--- config.mk ---
export PLATFORM = sky130hd
export DESIGN_NAME = fault_flash_code_shutdown
export DESIGN_NICKNAME = d
export VERILOG_FILES = /design/src/hw/fault_flash_pkg.sv /design/src/hw/fault_flash_code_shutdown.sv /design/src/hw/flash_sequencer.sv
export SDC_FILE = /design/constraint.sdc
export NUM_CORES = 1
export LEC_CHECK = 0
export ABC_AREA = 1
export BUFFER_PORTS_ARGS = -buffer_cell sky130_fd_sc_hd__buf_4
export CAP_MARGIN = 20
export CORE_MARGIN = 5
export CORE_UTILIZATION = 35
export DETAILED_ROUTE_END_ITERATION = 7
export PLACE_DENSITY = 0.58
export SKIP_CTS_REPAIR_TIMING = 1
export SLEW_MARGIN = 20
export SYNTH_ARGS = -nofsm -noshare
export SYNTH_HDL_FRONTEND = slang
export SYNTH_SLANG_ARGS = --single-unit
--- constraint.sdc ---
create_clock -name CLOCK -period 3.9 [get_ports CLOCK]
set_input_delay 0.39 -clock CLOCK [delete_from_list [all_inputs] [get_ports CLOCK]]
set_output_delay 0.39 -clock CLOCK [all_outputs]
set_load 0.05 [all_outputs]
--- src/hw/fault_flash_pkg.sv ---
// What this block does
// - a first-output test fault or stray voltage on it flashes red once per group, outputs off after 30 min.
// - a second-output test fault or stray voltage on it flashes red twice per group, outputs off after 30 min.
// - a cross short or fault on both outputs flashes red three times, outputs off after 30 min.
// - overtemperature flashes red four times and switches the outputs off only after 30 min.
// - a wrong or defective actuator flashes red five times and switches the outputs off at once.
// - an invalid lock-control or electronic release input flashes red six times and keeps the outputs on.
// - failed actuator detection flashes red seven times and switches the outputs off at once.
// - a blocked bolt drive flashes red eight times and switches the outputs off at once.
// - supply out of range flashes red nine times and switches the outputs off at once.
// - lock-control inputs toggling faster than 0.3 Hz flash yellow at 2 Hz and stop the outputs at once.
// - during a warning the outputs stay on, the diagnostic output drops, and outputs go off after 30 min.
// - unlock switches the outputs off at once; relocking with the actuator in range re-enables them.
// - a latched fault clears by guard open-then-close or power cycle once its cause is gone, a device defect by power cycle only; a warning self-clears.
package fault_flash_pkg;

  localparam int  CLK_HZ         = 20_000_000;
  localparam int  WARN_MIN       = 30;
  localparam longint WARN_CYCLES = longint'(WARN_MIN) * 60 * CLK_HZ;
  localparam int  PULSE_MS       = 250;
  localparam int  PULSE_CYCLES   = PULSE_MS * (CLK_HZ / 1000);
  localparam int  PAUSE_MS       = 1500;
  localparam int  PAUSE_CYCLES   = PAUSE_MS * (CLK_HZ / 1000);
  localparam int  FAST_HZ2       = 2;
  localparam int  FAST_HALF_CYC  = CLK_HZ / (2 * FAST_HZ2);
  // min toggle spacing for 0.3 Hz: 1/0.3 s = 10/3 s
  localparam longint TOGGLE_MIN_CYC = (longint'(CLK_HZ) * 10 + 2) / 3;
  localparam int  FAULT_W        = 9;
  localparam int  CODE_W         = 4;

  typedef struct packed {
    logic out_a_test;   // first output fault
    logic out_b_test;   // second output fault
    logic cross_short;
    logic over_temp;
    logic actuator_bad;
    logic ctrl_invalid;
    logic detect_fail;
    logic bolt_blocked;
    logic supply_bad;
  } fault_in_s;

  typedef struct packed {
    logic red;
    logic yellow_fast;
    logic yellow_fast_en;
  } led_s;

endpackage : fault_flash_pkg

--- src/hw/fault_flash_code_shutdown.sv ---
`timescale 1ns/1ns
module fault_flash_code_shutdown
  import fault_flash_pkg::*;
#(
  parameter longint WARN_CYC   = WARN_CYCLES,
  parameter longint TOGGLE_CYC = TOGGLE_MIN_CYC,
  parameter int     PULSE_CYC  = PULSE_CYCLES,
  parameter int     PAUSE_CYC  = PAUSE_CYCLES,
  parameter int     HALF_2HZ   = FAST_HALF_CYC
) (
  input  wire logic      CLOCK,                    // 20 MHz clock
  input  wire logic      NRST,                     // async reset, low
  input  wire logic      CE,                       // clock enable
  input  wire fault_in_s FAULTS,                   // fault causes, level
  input  wire logic      INTERNAL_DEFECT,          // device defect, level
  input  wire logic      LOCK_CONTROL_INPUT_A,     // lock command a
  input  wire logic      LOCK_CONTROL_INPUT_B,     // lock command b
  input  wire logic      ACTUATOR_IN_RANGE,        // actuator detected
  input  wire logic      GUARD_CLOSED,             // guard closed
  output logic           SAFETY_OUTPUT_A,          // safety channel a
  output logic           SAFETY_OUTPUT_B,          // safety channel b
  output logic           SECOND_DIAGNOSTIC_OUTPUT, // diagnostic, low on warning or outputs off
  output logic           RED_LED,                  // fault indicator
  output logic           YELLOW_FAST_LED,          // 2 Hz misuse flash
  output logic           YELLOW_FAST_ACTIVE,       // misuse fault held
  output logic           WARNING_ACTIVE            // warning countdown running or expired
);
  typedef struct packed {
    logic [63:0]       warn_tmr;
    logic [63:0]       tog_tmr;
    logic [31:0]       blink_tmr;
    logic              blink;
    logic              warn_expired;
    logic [FAULT_W-1:0] latched;
    logic              defect;
    logic              rate_fault;
    logic              lock_prev;
    logic              primed;
    logic              opened;
    logic              outs_on;
    logic              diag;
    logic [CODE_W-1:0] code;
    logic              red_solid;
  } top_s;

  top_s st_reg, st_next;
  logic seq_led;
  logic lock_cmd;
  logic [FAULT_W-1:0] fv;
  logic [FAULT_W-1:0] warn_mask;
  logic [FAULT_W-1:0] hard_mask;

  // lowest numbered active fault wins the display
  function automatic logic [CODE_W-1:0] pick_code(input logic [FAULT_W-1:0] v);
    logic [CODE_W-1:0] c;
    c = '0;
    for (int i = FAULT_W - 1; i >= 0; i--) begin
      if (v[i]) c = CODE_W'(i + 1);
    end
    return c;
  endfunction : pick_code

  assign lock_cmd = LOCK_CONTROL_INPUT_A & LOCK_CONTROL_INPUT_B;
  // bit i = fault code i+1
  assign fv = {FAULTS.supply_bad, FAULTS.bolt_blocked, FAULTS.detect_fail, FAULTS.ctrl_invalid,
               FAULTS.actuator_bad, FAULTS.over_temp, FAULTS.cross_short, FAULTS.out_b_test,
               FAULTS.out_a_test};
  assign warn_mask = 9'h00F;
  assign hard_mask = 9'h1D0;

  always_comb begin
    logic any_warn;
    logic any_hard;
    logic [FAULT_W-1:0] shown;
    any_warn = 1'b0;
    any_hard = 1'b0;
    shown    = '0;
    st_next  = st_reg;
    st_next.lock_prev  = lock_cmd;
    st_next.primed     = 1'b1;
    // hard faults latch; set wins over clear
    if (!GUARD_CLOSED) st_next.opened = 1'b1;
    if (GUARD_CLOSED && st_reg.opened) begin
      st_next.latched = fv & hard_mask;
      st_next.opened  = 1'b0;
      st_next.rate_fault = 1'b0;
    end else begin
      st_next.latched = st_reg.latched | (fv & hard_mask);
    end
    if (INTERNAL_DEFECT) st_next.defect = 1'b1;
    // toggle rate check on the lock command
    if (st_reg.tog_tmr != 64'h0) st_next.tog_tmr = st_reg.tog_tmr - 64'h1;
    // no false edge from the reset value of lock_prev
    if (st_reg.primed && (lock_cmd != st_reg.lock_prev)) begin
      if (st_reg.tog_tmr != 64'h0) st_next.rate_fault = 1'b1;
      st_next.tog_tmr = TOGGLE_CYC;
    end
    // warning countdown, self-clearing
    any_warn = |(fv & warn_mask);
    if (!any_warn) begin
      st_next.warn_tmr     = 64'h0;
      st_next.warn_expired = 1'b0;
    end else if (st_reg.warn_tmr >= WARN_CYC - 64'h1) begin
      st_next.warn_expired = 1'b1;
    end else begin
      st_next.warn_tmr = st_reg.warn_tmr + 64'h1;
    end
    // 2 Hz blink
    if (st_reg.blink_tmr == 32'h0000_0000) begin
      st_next.blink_tmr = 32'(HALF_2HZ - 1);
      st_next.blink     = ~st_reg.blink;
    end else begin
      st_next.blink_tmr = st_reg.blink_tmr - 32'h0000_0001;
    end
    if (!st_next.rate_fault) st_next.blink = 1'b0;
    any_hard = (|st_next.latched) | st_next.defect | st_next.rate_fault;
    // ctrl_invalid is neither warn nor hard: display only
    st_next.outs_on = lock_cmd & ACTUATOR_IN_RANGE & GUARD_CLOSED
                      & ~any_hard & ~st_next.warn_expired;
    st_next.diag = st_next.outs_on & ~any_warn;
    shown = st_next.latched | (fv & warn_mask) | (fv & 9'h020);
    st_next.code      = pick_code(shown);
    st_next.red_solid = st_next.defect;
  end

  always_ff @(posedge CLOCK or negedge NRST) begin
    if (!NRST) begin
      st_reg <= '0;
    end else if (CE) begin
      st_reg <= st_next;
    end
  end

  flash_sequencer #(
    .PULSE_CYC(PULSE_CYC),
    .PAUSE_CYC(PAUSE_CYC)
  ) u_seq (
    .CLOCK(CLOCK),
    .NRST (NRST),
    .CE   (CE),
    .CODE (st_reg.code),
    .LED  (seq_led)
  );

  assign SAFETY_OUTPUT_A          = st_reg.outs_on;
  assign SAFETY_OUTPUT_B          = st_reg.outs_on;
  assign SECOND_DIAGNOSTIC_OUTPUT = st_reg.diag;
  assign RED_LED                  = st_reg.red_solid | seq_led;
  assign YELLOW_FAST_LED          = st_reg.blink;
  assign YELLOW_FAST_ACTIVE       = st_reg.rate_fault;
  assign WARNING_ACTIVE           = (st_reg.warn_tmr != 64'h0) | st_reg.warn_expired;
endmodule : fault_flash_code_shutdown

--- src/hw/flash_sequencer.sv ---
`timescale 1ns/1ns
module flash_sequencer
  import fault_flash_pkg::*;
#(
  parameter int PULSE_CYC = PULSE_CYCLES,
  parameter int PAUSE_CYC = PAUSE_CYCLES
) (
  input  wire logic              CLOCK,  // system clock
  input  wire logic              NRST,   // async reset, low
  input  wire logic              CE,     // clock enable
  input  wire logic [CODE_W-1:0] CODE,   // pulses per group, 0 = dark
  output logic                   LED     // flashing output
);
  typedef struct packed {
    logic [31:0]       tmr;
    logic [CODE_W-1:0] cnt;
    logic              on;
    logic              in_pause;
    logic              led;
  } seq_s;

  seq_s st_reg, st_next;

  always_comb begin
    st_next = st_reg;
    if (CODE == '0) begin
      st_next = '0;
    end else if (st_reg.tmr != 32'h0000_0000) begin
      st_next.tmr = st_reg.tmr - 32'h0000_0001;
    end else if (st_reg.in_pause) begin
      st_next.in_pause = 1'b0;
      st_next.on       = 1'b1;
      st_next.cnt      = CODE;
      st_next.tmr      = 32'(PULSE_CYC - 1);
    end else if (st_reg.on) begin
      st_next.on  = 1'b0;
      st_next.cnt = st_reg.cnt - 1'b1;
      st_next.tmr = 32'(PULSE_CYC - 1);
    end else if (st_reg.cnt != '0) begin
      st_next.on  = 1'b1;
      st_next.tmr = 32'(PULSE_CYC - 1);
    end else begin
      st_next.in_pause = 1'b1;
      st_next.tmr      = 32'(PAUSE_CYC - 1);
    end
    st_next.led = st_next.on;
  end

  always_ff @(posedge CLOCK or negedge NRST) begin
    if (!NRST) begin
      st_reg <= '{tmr: 32'h0000_0000, cnt: '0, on: 1'b0, in_pause: 1'b1, led: 1'b0};
    end else if (CE) begin
      st_reg <= st_next;
    end
  end

  assign LED = st_reg.led;
endmodule : flash_sequencer

# --- Word level (Yosys, flattened, before mapping) ---
# Cells that the tools add are included.
classes:
  add_sub_neg: 5
  n_lt_le_gt_ge: 1
  eq_ne: 5
  mux: 36
  n_bitwise: 17
  reduce_logical: 18
ops:
  columns: ["op", "n"]
  rows:
  - ["$mux W64", 4]
  - ["$reduce_bool A64 Y1", 2]
  - ["$mux W38", 2]
  - ["$add A64 B1 Y64 const B", 1]
  - ["$ge A64 B36 Y1 const B", 1]
  - ["$mux W32", 2]
  - ["$sub A32 B1 Y32 const B", 2]
  - ["$sub A64 B1 Y64 const B", 1]
  - ["$mux W25", 2]
  - ["$mux W4", 10]
  - ["$logic_not A32 Y1", 1]
  - ["$reduce_bool A32 Y1", 1]
  - ["$mux W1", 14]
  - ["$reduce_and A2 Y1", 5]
  - ["$mux W9", 1]
  - ["$or A9 B4 Y9", 1]
  - ["$or A9 B6 Y9", 1]
  - ["$or A9 B9 Y9", 1]
  - ["$reduce_or A9 Y1", 1]
  - ["$and A1 B1 Y1", 6]
  - ["$mux W6", 1]
  - ["$ne A2 B1 Y1 const B", 3]
  - ["$logic_not A4 Y1", 1]
  - ["$not A1 Y1", 4]
  - ["other kinds (10)", 14]
totals:
  reg_bits: 220
  inputBits: 17

# --- Depth between registers and ports, before layout ---
# Gate-level depths: netlist of the first run.
logic_depth:
  ltp_word: 13
  mapped_depth: 15
  depth_no_buf: 14

# --- Cells and area by module ---
# From an unflattened synthesis of the first run, not the netlist that was laid out.
hier_totals:
  hier_cells: 2062
  area_unflattened_um2: 14158.6
modules_own_cells:
  columns: ["module", "instances", "cells_each", "area_per_inst_um2", "seq_area_each_um2"]
  rows:
  - ["fault_flash_code_shutdown", 1, 1704, 11676.2, 4554.4]
  - ["flash_sequencer", 1, 358, 2482.4, 952.2]

# --- Worst setup path after synthesis of the first run ---
# Ideal clock, no wire load.
synth_path:
  path_type: "register to output"
  start: "register st_reg[150] (netlist name)"
  end: "output port WARNING_ACTIVE"
  arrival_time_ps: 1475
  required_time_ps: 3510
  slack_ps: 2035
  path_stages_with_launch: 8
  cell_sequence: "dfrtp_1 buf_2 nor2_1 inv_1 nor2_1 nand4_1 nor3_1 nand4_1"
synth_between:
  elab_chain_cells: 2
synth_lines:
  columns: ["item", "line", "rtl"]
  rows:
  - ["start: declaration", "fault_flash_code_shutdown.sv:46", "top_s st_reg, st_next;"]
  - ["start signal: assignment", "fault_flash_code_shutdown.sv:130", "st_reg <= st_next;"]
  - ["$reduce_bool A64 Y1", "fault_flash_code_shutdown.sv:151", "assign WARNING_ACTIVE = (st_reg.warn_tmr != 64'h0) | st_reg.warn_expired;"]
  - ["$or A1 B1 Y1", "fault_flash_code_shutdown.sv:151", null]
  - ["end: declaration", "fault_flash_code_shutdown.sv:26", "output logic WARNING_ACTIVE"]
# Every way passes these cells.

# --- Worst setup path in the final report of the first run ---
layout_path:
  start: "register st_reg[138] (netlist name)"
  end: "output port WARNING_ACTIVE"
# Same word-level chain as after synthesis.

==> metrics.cfg, run 1 <==
[clock_tree]
cts_buffer_depth=3
cts.sinks=220
cts_root_buf=clkbuf_16
cts_tree=built
cts_buffers=26
cts.clk_slew.worst_paths_ns=0.06
ctsHtreeMaxLevel=1
clk_latency_ns=0.55

[logic_synthesis]
synth_cell_type_count=48
synth_area_per_cell_um2=6.82
netlist_instances=2046
yosysSeqAreaShare=0.395
synth_edf_count=0
synthesis.nets=2072
synth_top_area_cell=dfrtp_1
ys_warn_count=0
synth_area_um2=14000
ys.flop_type=dfrtp_1
yosys-top-cells-area=dfrtp_1, nand2_1, nor2_1
ys_ff_latch=220
async_flop_share=1.00
synth_top_cell_area_share=0.393

[placement]
place_congestion=0.922
post-dp-hpwl_um=27300
port-buffer-count=23
dpl_cell_area_um2=14500

[final_layout]
nFillCells=4201
fin_area_um2=15400
area.growth.synth_to_final_pct=10.7
antennaDiodeCount=0
fin_nets=2081
layout-drive-gt1-share=0.0651
largest_reg_flops=178

[pwr]
p_leak_nw=7.68
vdd_drop_max_mv=0.386
pwr_density_cell_nw_per_um2=567

[timing]
fmax_mhz=373
worstMarginPinSlew_ns=0.828
timing.final.crit_share=0.687
finalHoldViolCount=0
report.final.slew_viol_count=0
clock_skew_ns=0.0162
setup_tns_ns=0
setup_violations=0
period_needed_ns=2.68
rsz0062_at_grt=no
slew_headroom=0.448

[grt]
first_global_vias=12255
grt_max_degree=90
grt_pass1_wl_um=62500
grt_use_total=0.168
gr-total-overflow=0
antenna_found_initial=0

[critical_path]
path_max_fanout=5
critical_path_class=register to output port
crit_path_start_kind=register
cp.required_ns=3.51
cp-end-kind=output port
worstPathArrival_ns=2.29

[job]
max_cap_violations=0

[detailed_routing]
drc=0
antenna_left=0
viasPerCell=4.89
drtIter0Drc=886
wl_um=37100
drtPass1Iterations=6
vias=12706
post_drt_wl_per_cell_um=14.3

[floorplanning]
core_um2=39500
die_area_um2=44000
start_util=0.353
rows=73
die_h_um=210
dieWidth_um=210
io_pins=24

[outcome]
outcome=completed

[worst_hold_path]
hold_class=input port to register

==> final timing paths <==
check | start | end | slack (ns) | cells past startpoint
max | st_reg[138] | WARNING_ACTIVE | 1.22 | 7
max reg2reg | st_reg[119] | st_reg[124] | 1.38 | 13
min | GUARD_CLOSED | st_reg[7] | 0.14 | 4
max in group asynchronous | NRST | u_seq.st_reg[23] | 2.43 | 3
min in group asynchronous | NRST | st_reg[79] | 0.47 | 2
min reg2reg | st_reg[17] | st_reg[17] | 0.47 | 2
==> cells in the final DEF, fill, tap and decap left out, types with 3 or more instances in the layout <==
master,Yosys,routed
clkbuf_8,0,9
and3_1,4,4
o21ai_0,97,97
o21a_1,5,5
nor2_2,12,12
xor2_1,63,63
nor3_1,30,30
xnor2_1,12,12
ha_1,9,9
nand2_2,10,10
clkinv_2,0,3
a21oi_2,12,12
clkbuf_16,0,27
nand3_1,171,171
nor2_4,6,6
o22ai_1,8,8
nand4_1,34,34
buf_4,7,31
inv_1,192,192
a21oi_1,30,30
or2_2,4,4
a21boi_0,15,15
inv_2,7,7
nor2_1,407,407
a21o_1,13,13
nor4_1,6,6
dfrtp_1,219,219
o221ai_1,3,3
nand2_1,580,580
o21ai_1,15,15
clkbuf_1,16,5
o21bai_1,8,8
==> area by class of cell <==
| class | instances | area (um^2) | area share |
|---|---|---|---|
| clock buffers | 41 | 818 | 0.0530 |
| clock inverters | 6 | 82.6 | 0.00535 |
| inverters | 200 | 751 | 0.0486 |
| multi-input cells | 1573 | 7360 | 0.476 |
| flip-flops and latches | 220 | 5510 | 0.356 |
| well taps | 525 | 657 | 0.0425 |
| repair buffers | 34 | 278 | 0.0180 |
==> worst max-delay path: stages, from the launching register on <==
cell     delay, ns
dfrtp_1       0.46
inv_1         0.15
nand3_1       0.10
nor2_1        0.17
nand3_1       0.14
nor4_1        0.22
nand4_1       0.24
buf_4         0.26
==> report_power, final <==
part | internal (mW) | switching [mW]
logic | 0.984 | 1.87
registers | 2.76 | 0.603
clock network | 1.56 | 0.988
==> cell families (layout without fill, tap and decap cells) <==
| kind of cell | after synthesis | count (layout) | share of synthesized area |
|---|---|---|---|
| buffers and inverters | 253 | 281 | 0.0784 |
| adder cells (fa/ha/maj) | 9 | 9 | 0.00807 |
| AO/OA/AOI/OAI | 212 | 212 | 0.0897 |
| flip-flops | 220 | 220 | 0.395 |
| AND/OR/NAND/NOR | 1277 | 1277 | 0.382 |
| XOR/XNOR | 75 | 75 | 0.0471 |
==> synthesized netlist by cell type (6+ instances only) <==
cell type and number:
nand2_1 580, nor2_1 407, dfrtp_1 219, inv_1 192, nand3_1 171, o21ai_0 97, xor2_1 63, nand4_1 34
a21oi_1 30, nor3_1 30, clkbuf_1 16, a21boi_0 15, o21ai_1 15, buf_6 14, a21o_1 13, a21oi_2 12
nor2_2 12, xnor2_1 12, nand2_2 10, ha_1 9, buf_2 8, o21bai_1 8, o22ai_1 8, buf_4 7
inv_2 7, buf_1 6, nor2_4 6, nor4_1 6
==> per-layer routing <==
layer  vias up  GRT usage  wire length (um)
li1       6516          -                 -
met1      5870      0.233             17400
met2       272      0.277             17100
met3        48     0.0265              1980
met4         0     0.0423               729
met5         -          0                 0
==> through the flow <==
stage	hold slack (ns)	cells	worst slack [ns]	utilization	power, mW
3_3_place_gp	0.455	2551	1.50	0.368	6.19
2_1_floorplan	0.0944	2046	2.03	-	5.50
4_1_cts	-0.129	2598	1.15	0.390	8.85
6_report	0.138	2599	1.22	0.391	8.76
3_5_place_dp	0.457	2551	1.38	0.368	6.23
5_1_grt	0.122	2599	1.10	0.391	9.48
No activity file was read; power rests on OpenSTA's default activity.
==> run 2, diff against run 1 <==
--- a/config.mk
+++ b/config.mk
@@ -5,13 +5,13 @@
 export SDC_FILE = /design/constraint.sdc
 export NUM_CORES = 1
 export LEC_CHECK = 0
-export ABC_AREA = 1
+export ABC_AREA = 0
 export BUFFER_PORTS_ARGS = -buffer_cell sky130_fd_sc_hd__buf_4
 export CAP_MARGIN = 20
 export CORE_MARGIN = 5
 export CORE_UTILIZATION = 35
 export DETAILED_ROUTE_END_ITERATION = 7
-export PLACE_DENSITY = 0.58
+export PLACE_DENSITY = 0.59
 export SKIP_CTS_REPAIR_TIMING = 1
 export SLEW_MARGIN = 20
 export SYNTH_ARGS = -nofsm -noshare
==> constraint.sdc (replaced) <==
create_clock -name CLOCK -period 2.7 [get_ports CLOCK]
set_input_delay 0.27 -clock CLOCK [delete_from_list [all_inputs] [get_ports CLOCK]]
set_output_delay 0.27 -clock CLOCK [all_outputs]
set_load 0.05 [all_outputs]
==> metrics.cfg, run 2 <==
[logic_synthesis]
netlist_instances=1247  ; -39%
yosysSeqAreaShare=0.477  ; +0.0821
synth_top_area_cell=dfrtp_1
synth_top_cell_area_share=0.474  ; +0.0817
synthesis.nets=1273  ; -39%
synth_edf_count=0  ; unchanged
synth_cell_type_count=72  ; +50%
synth_area_um2=11600  ; -17%
async_flop_share=1.00  ; unchanged
synth_area_per_cell_um2=9.26  ; +36%
synth.top_cells.by_count=dfrtp_1, nor2_1, nand2_1, a21oi_1, o21ai_0
ys_ff_latch=220  ; unchanged
ys.flop_type=dfrtp_1
ys_warn_count=0  ; unchanged
synth.most_common_cell=dfrtp_1
yosys-top-cells-area=dfrtp_1, a21oi_1, nor2_1

[worst_hold_path]
hold_class=input port to register
worstHoldStart=FAULTS[2]

[pwr]
total_power_mw=10.8  ; +23%
intPower_mw=7.32  ; +38%
seqPwrFrac=0.405  ; +0.022
p_leak_nw=5.84  ; -24%
power_frac_comb=0.248  ; -0.078
p_sw_mw=3.49  ; +0.95%
swShare=0.323  ; -0.0718
power_frac_clock=0.347  ; +0.056
vdd_drop_max_mv=0.465  ; +21%
pwr_density_cell_nw_per_um2=780  ; +38%

[clock_tree]
cts_buffer_depth=3  ; unchanged
cts_buffers=25  ; -3.8%
cts.sinks=220  ; unchanged
cts_root_buf=clkbuf_16
ctsHtreeMaxLevel=1  ; unchanged
clk_latency_ns=0.55  ; about the same
cts_tree=built
cts.clk_slew.worst_paths_ns=0.06  ; about the same

[floorplanning]
io_pins=24  ; unchanged
dieWidth_um=192  ; -8.6%
die_h_um=192  ; -8.6%
rows=66  ; -9.6%
start_util=0.355  ; +0.00219
die_area_um2=36700  ; -16%
core_um2=32500  ; -18%

[timing]
worstMarginPinSlew_ns=0.668  ; -0.161 ns
setup_violations=0  ; unchanged
slew_headroom=0.555  ; +0.107
fmax_mhz=382
report.final.slew_viol_count=0  ; unchanged
finalHoldViolCount=0  ; unchanged
timing.final.crit_share=0.971
period_needed_ns=2.62
clock_skew_ns=0.0123  ; -0.00396 ns
rsz0062_at_grt=yes

[outcome]
outcome=completed

[grt]
first_global_vias=9389  ; -23%
gr-total-overflow=0  ; unchanged
grt_max_degree=84  ; -6.7%
antenna_found_initial=0  ; unchanged
grt_pass1_wl_um=49500  ; -21%
grt_use_total=0.161  ; -0.00750

[final_layout]
instances_no_fill=1791  ; -31%
utilization=0.426  ; +0.0352
antennaDiodeCount=0  ; unchanged
nFillCells=3223  ; -23%
largest_reg_flops=178  ; unchanged
fin_nets=1357  ; -35%
mostFrequentLayoutCell=dfrtp_1
final_cell_mix=dfrtp_1, nor2_1, buf_4
layout-drive-gt1-share=0.153  ; +0.0884
area.growth.synth_to_final_pct=19.9

[critical_path]
ff2ff_setup_slack_ns=0.08  ; -1.30 ns
r2r_start=st_reg[56]
endpoint=st_reg[72]
crit_start=st_reg[56]
cp.required_ns=3.12  ; -0.39 ns
cp-end-kind=register
reg2reg_to=st_reg[72]
worstPathArrival_ns=3.04  ; +0.75 ns
crit_path_start_kind=register
path_max_fanout=4  ; -1
ff2ff_path_depth=10  ; -3
critical_path_class=register to register

[detailed_routing]
vias=9907  ; -22%
post_drt_wl_per_cell_um=16.4  ; +15%
viasPerCell=5.53  ; +13%
drtIter0Drc=697  ; -21%
drtPass1Iterations=4  ; -2
drc=0  ; unchanged
wl_um=29400  ; -21%
antenna_left=0  ; unchanged

[placement]
post-dp-hpwl_um=20000  ; -27%
port-buffer-count=23  ; unchanged
dp.cells=1738  ; -32%
place_congestion=0.836  ; -9.4%

[job]
max_cap_violations=0  ; unchanged

[run 2: metrics by stage]
step | hold WS, ns | instance area (um^2) | TNS, ns | setup slack [ns]
after floorplan | -0.0256 | 11600 | 0 | 0.0508
after global placement | 0.327 | 12800 | -0.105 | -0.105
after detailed placement | 0.310 | 12800 | -0.0891 | -0.0891
after CTS | -0.259 | 13700 | -0.124 | -0.124
after global routing | 0.0100 | 13900 | -0.115 | -0.0304
final | 0.00597 | 13900 | 0 | 0.0795
[run 2: area by class of cell]
type                    instances  area (um^2)  area share
repair buffers                119          966      0.0697
inverters                      20         75.1     0.00542
clock inverters                14          215      0.0155
clock buffers                  31          698      0.0504
well taps                     442          553      0.0399
flip-flops and latches        220         5510       0.397
multi-input cells             945         5840       0.422
[run 2: cell families (layout without fill, tap and decap cells)]
group	count (synthesis)	count (layout)	synth area share
adders and majority gates	9	9	0.00975
and+or+nand+nor	587	587	0.279
DFF	220	220	0.477
AOI/OAI and AO/OA	296	296	0.167
buffers and inverters	82	184	0.0279
muxes	2	2	0.00173
xor gates and xnor gates	51	51	0.0387
[run 2: layer usage]
layer	global-route usage	up-vias	part of all wire
li1	-	4859	-
met1	0.233	4863	0.49
met2	0.251	134	0.45
met3	0.0258	51	0.035
met4	0.0431	0	0.027
met5	0	-	0
[run 2: worst min path at each step]
| stage | end | slack [ns] | depth (start not counted) |
|---|---|---|---|
| after floorplan | SAFETY_OUTPUT_A | -0.03 | 0 |
| after global placement | st_reg[132] | 0.33 | 1 |
| after detailed placement | st_reg[132] | 0.31 | 1 |
| after CTS | st_reg[132] | -0.26 | 1 |
| after global routing | st_reg[16] | 0.01 | 2 |
| final | st_reg[18] | 0.006 | 2 |
[run 2: power groups by stage]
stage / clock [mW] / combinational (mW) / sequential, mW
2_1_floorplan: 0 / 1.87 / 4.29
3_3_place_gp: 0 / 2.59 / 4.40
3_5_place_dp: 0 / 2.63 / 4.41
4_1_cts: 3.86 / 2.64 / 4.36
5_1_grt: 4.00 / 3.04 / 4.46
6_report: 3.75 / 2.68 / 4.37
[run 2: critical path: stages, from the launching register on]
cell and delay, ns:
dfrtp_1 0.40, inv_2 0.10, ha_4 0.14, or4b_4 0.46
nor4_2 0.27, buf_4 0.16, nand4_1 0.20, o31ai_4 0.40
buf_2 0.21, or4_1 0.11, a21oi_1 0.06
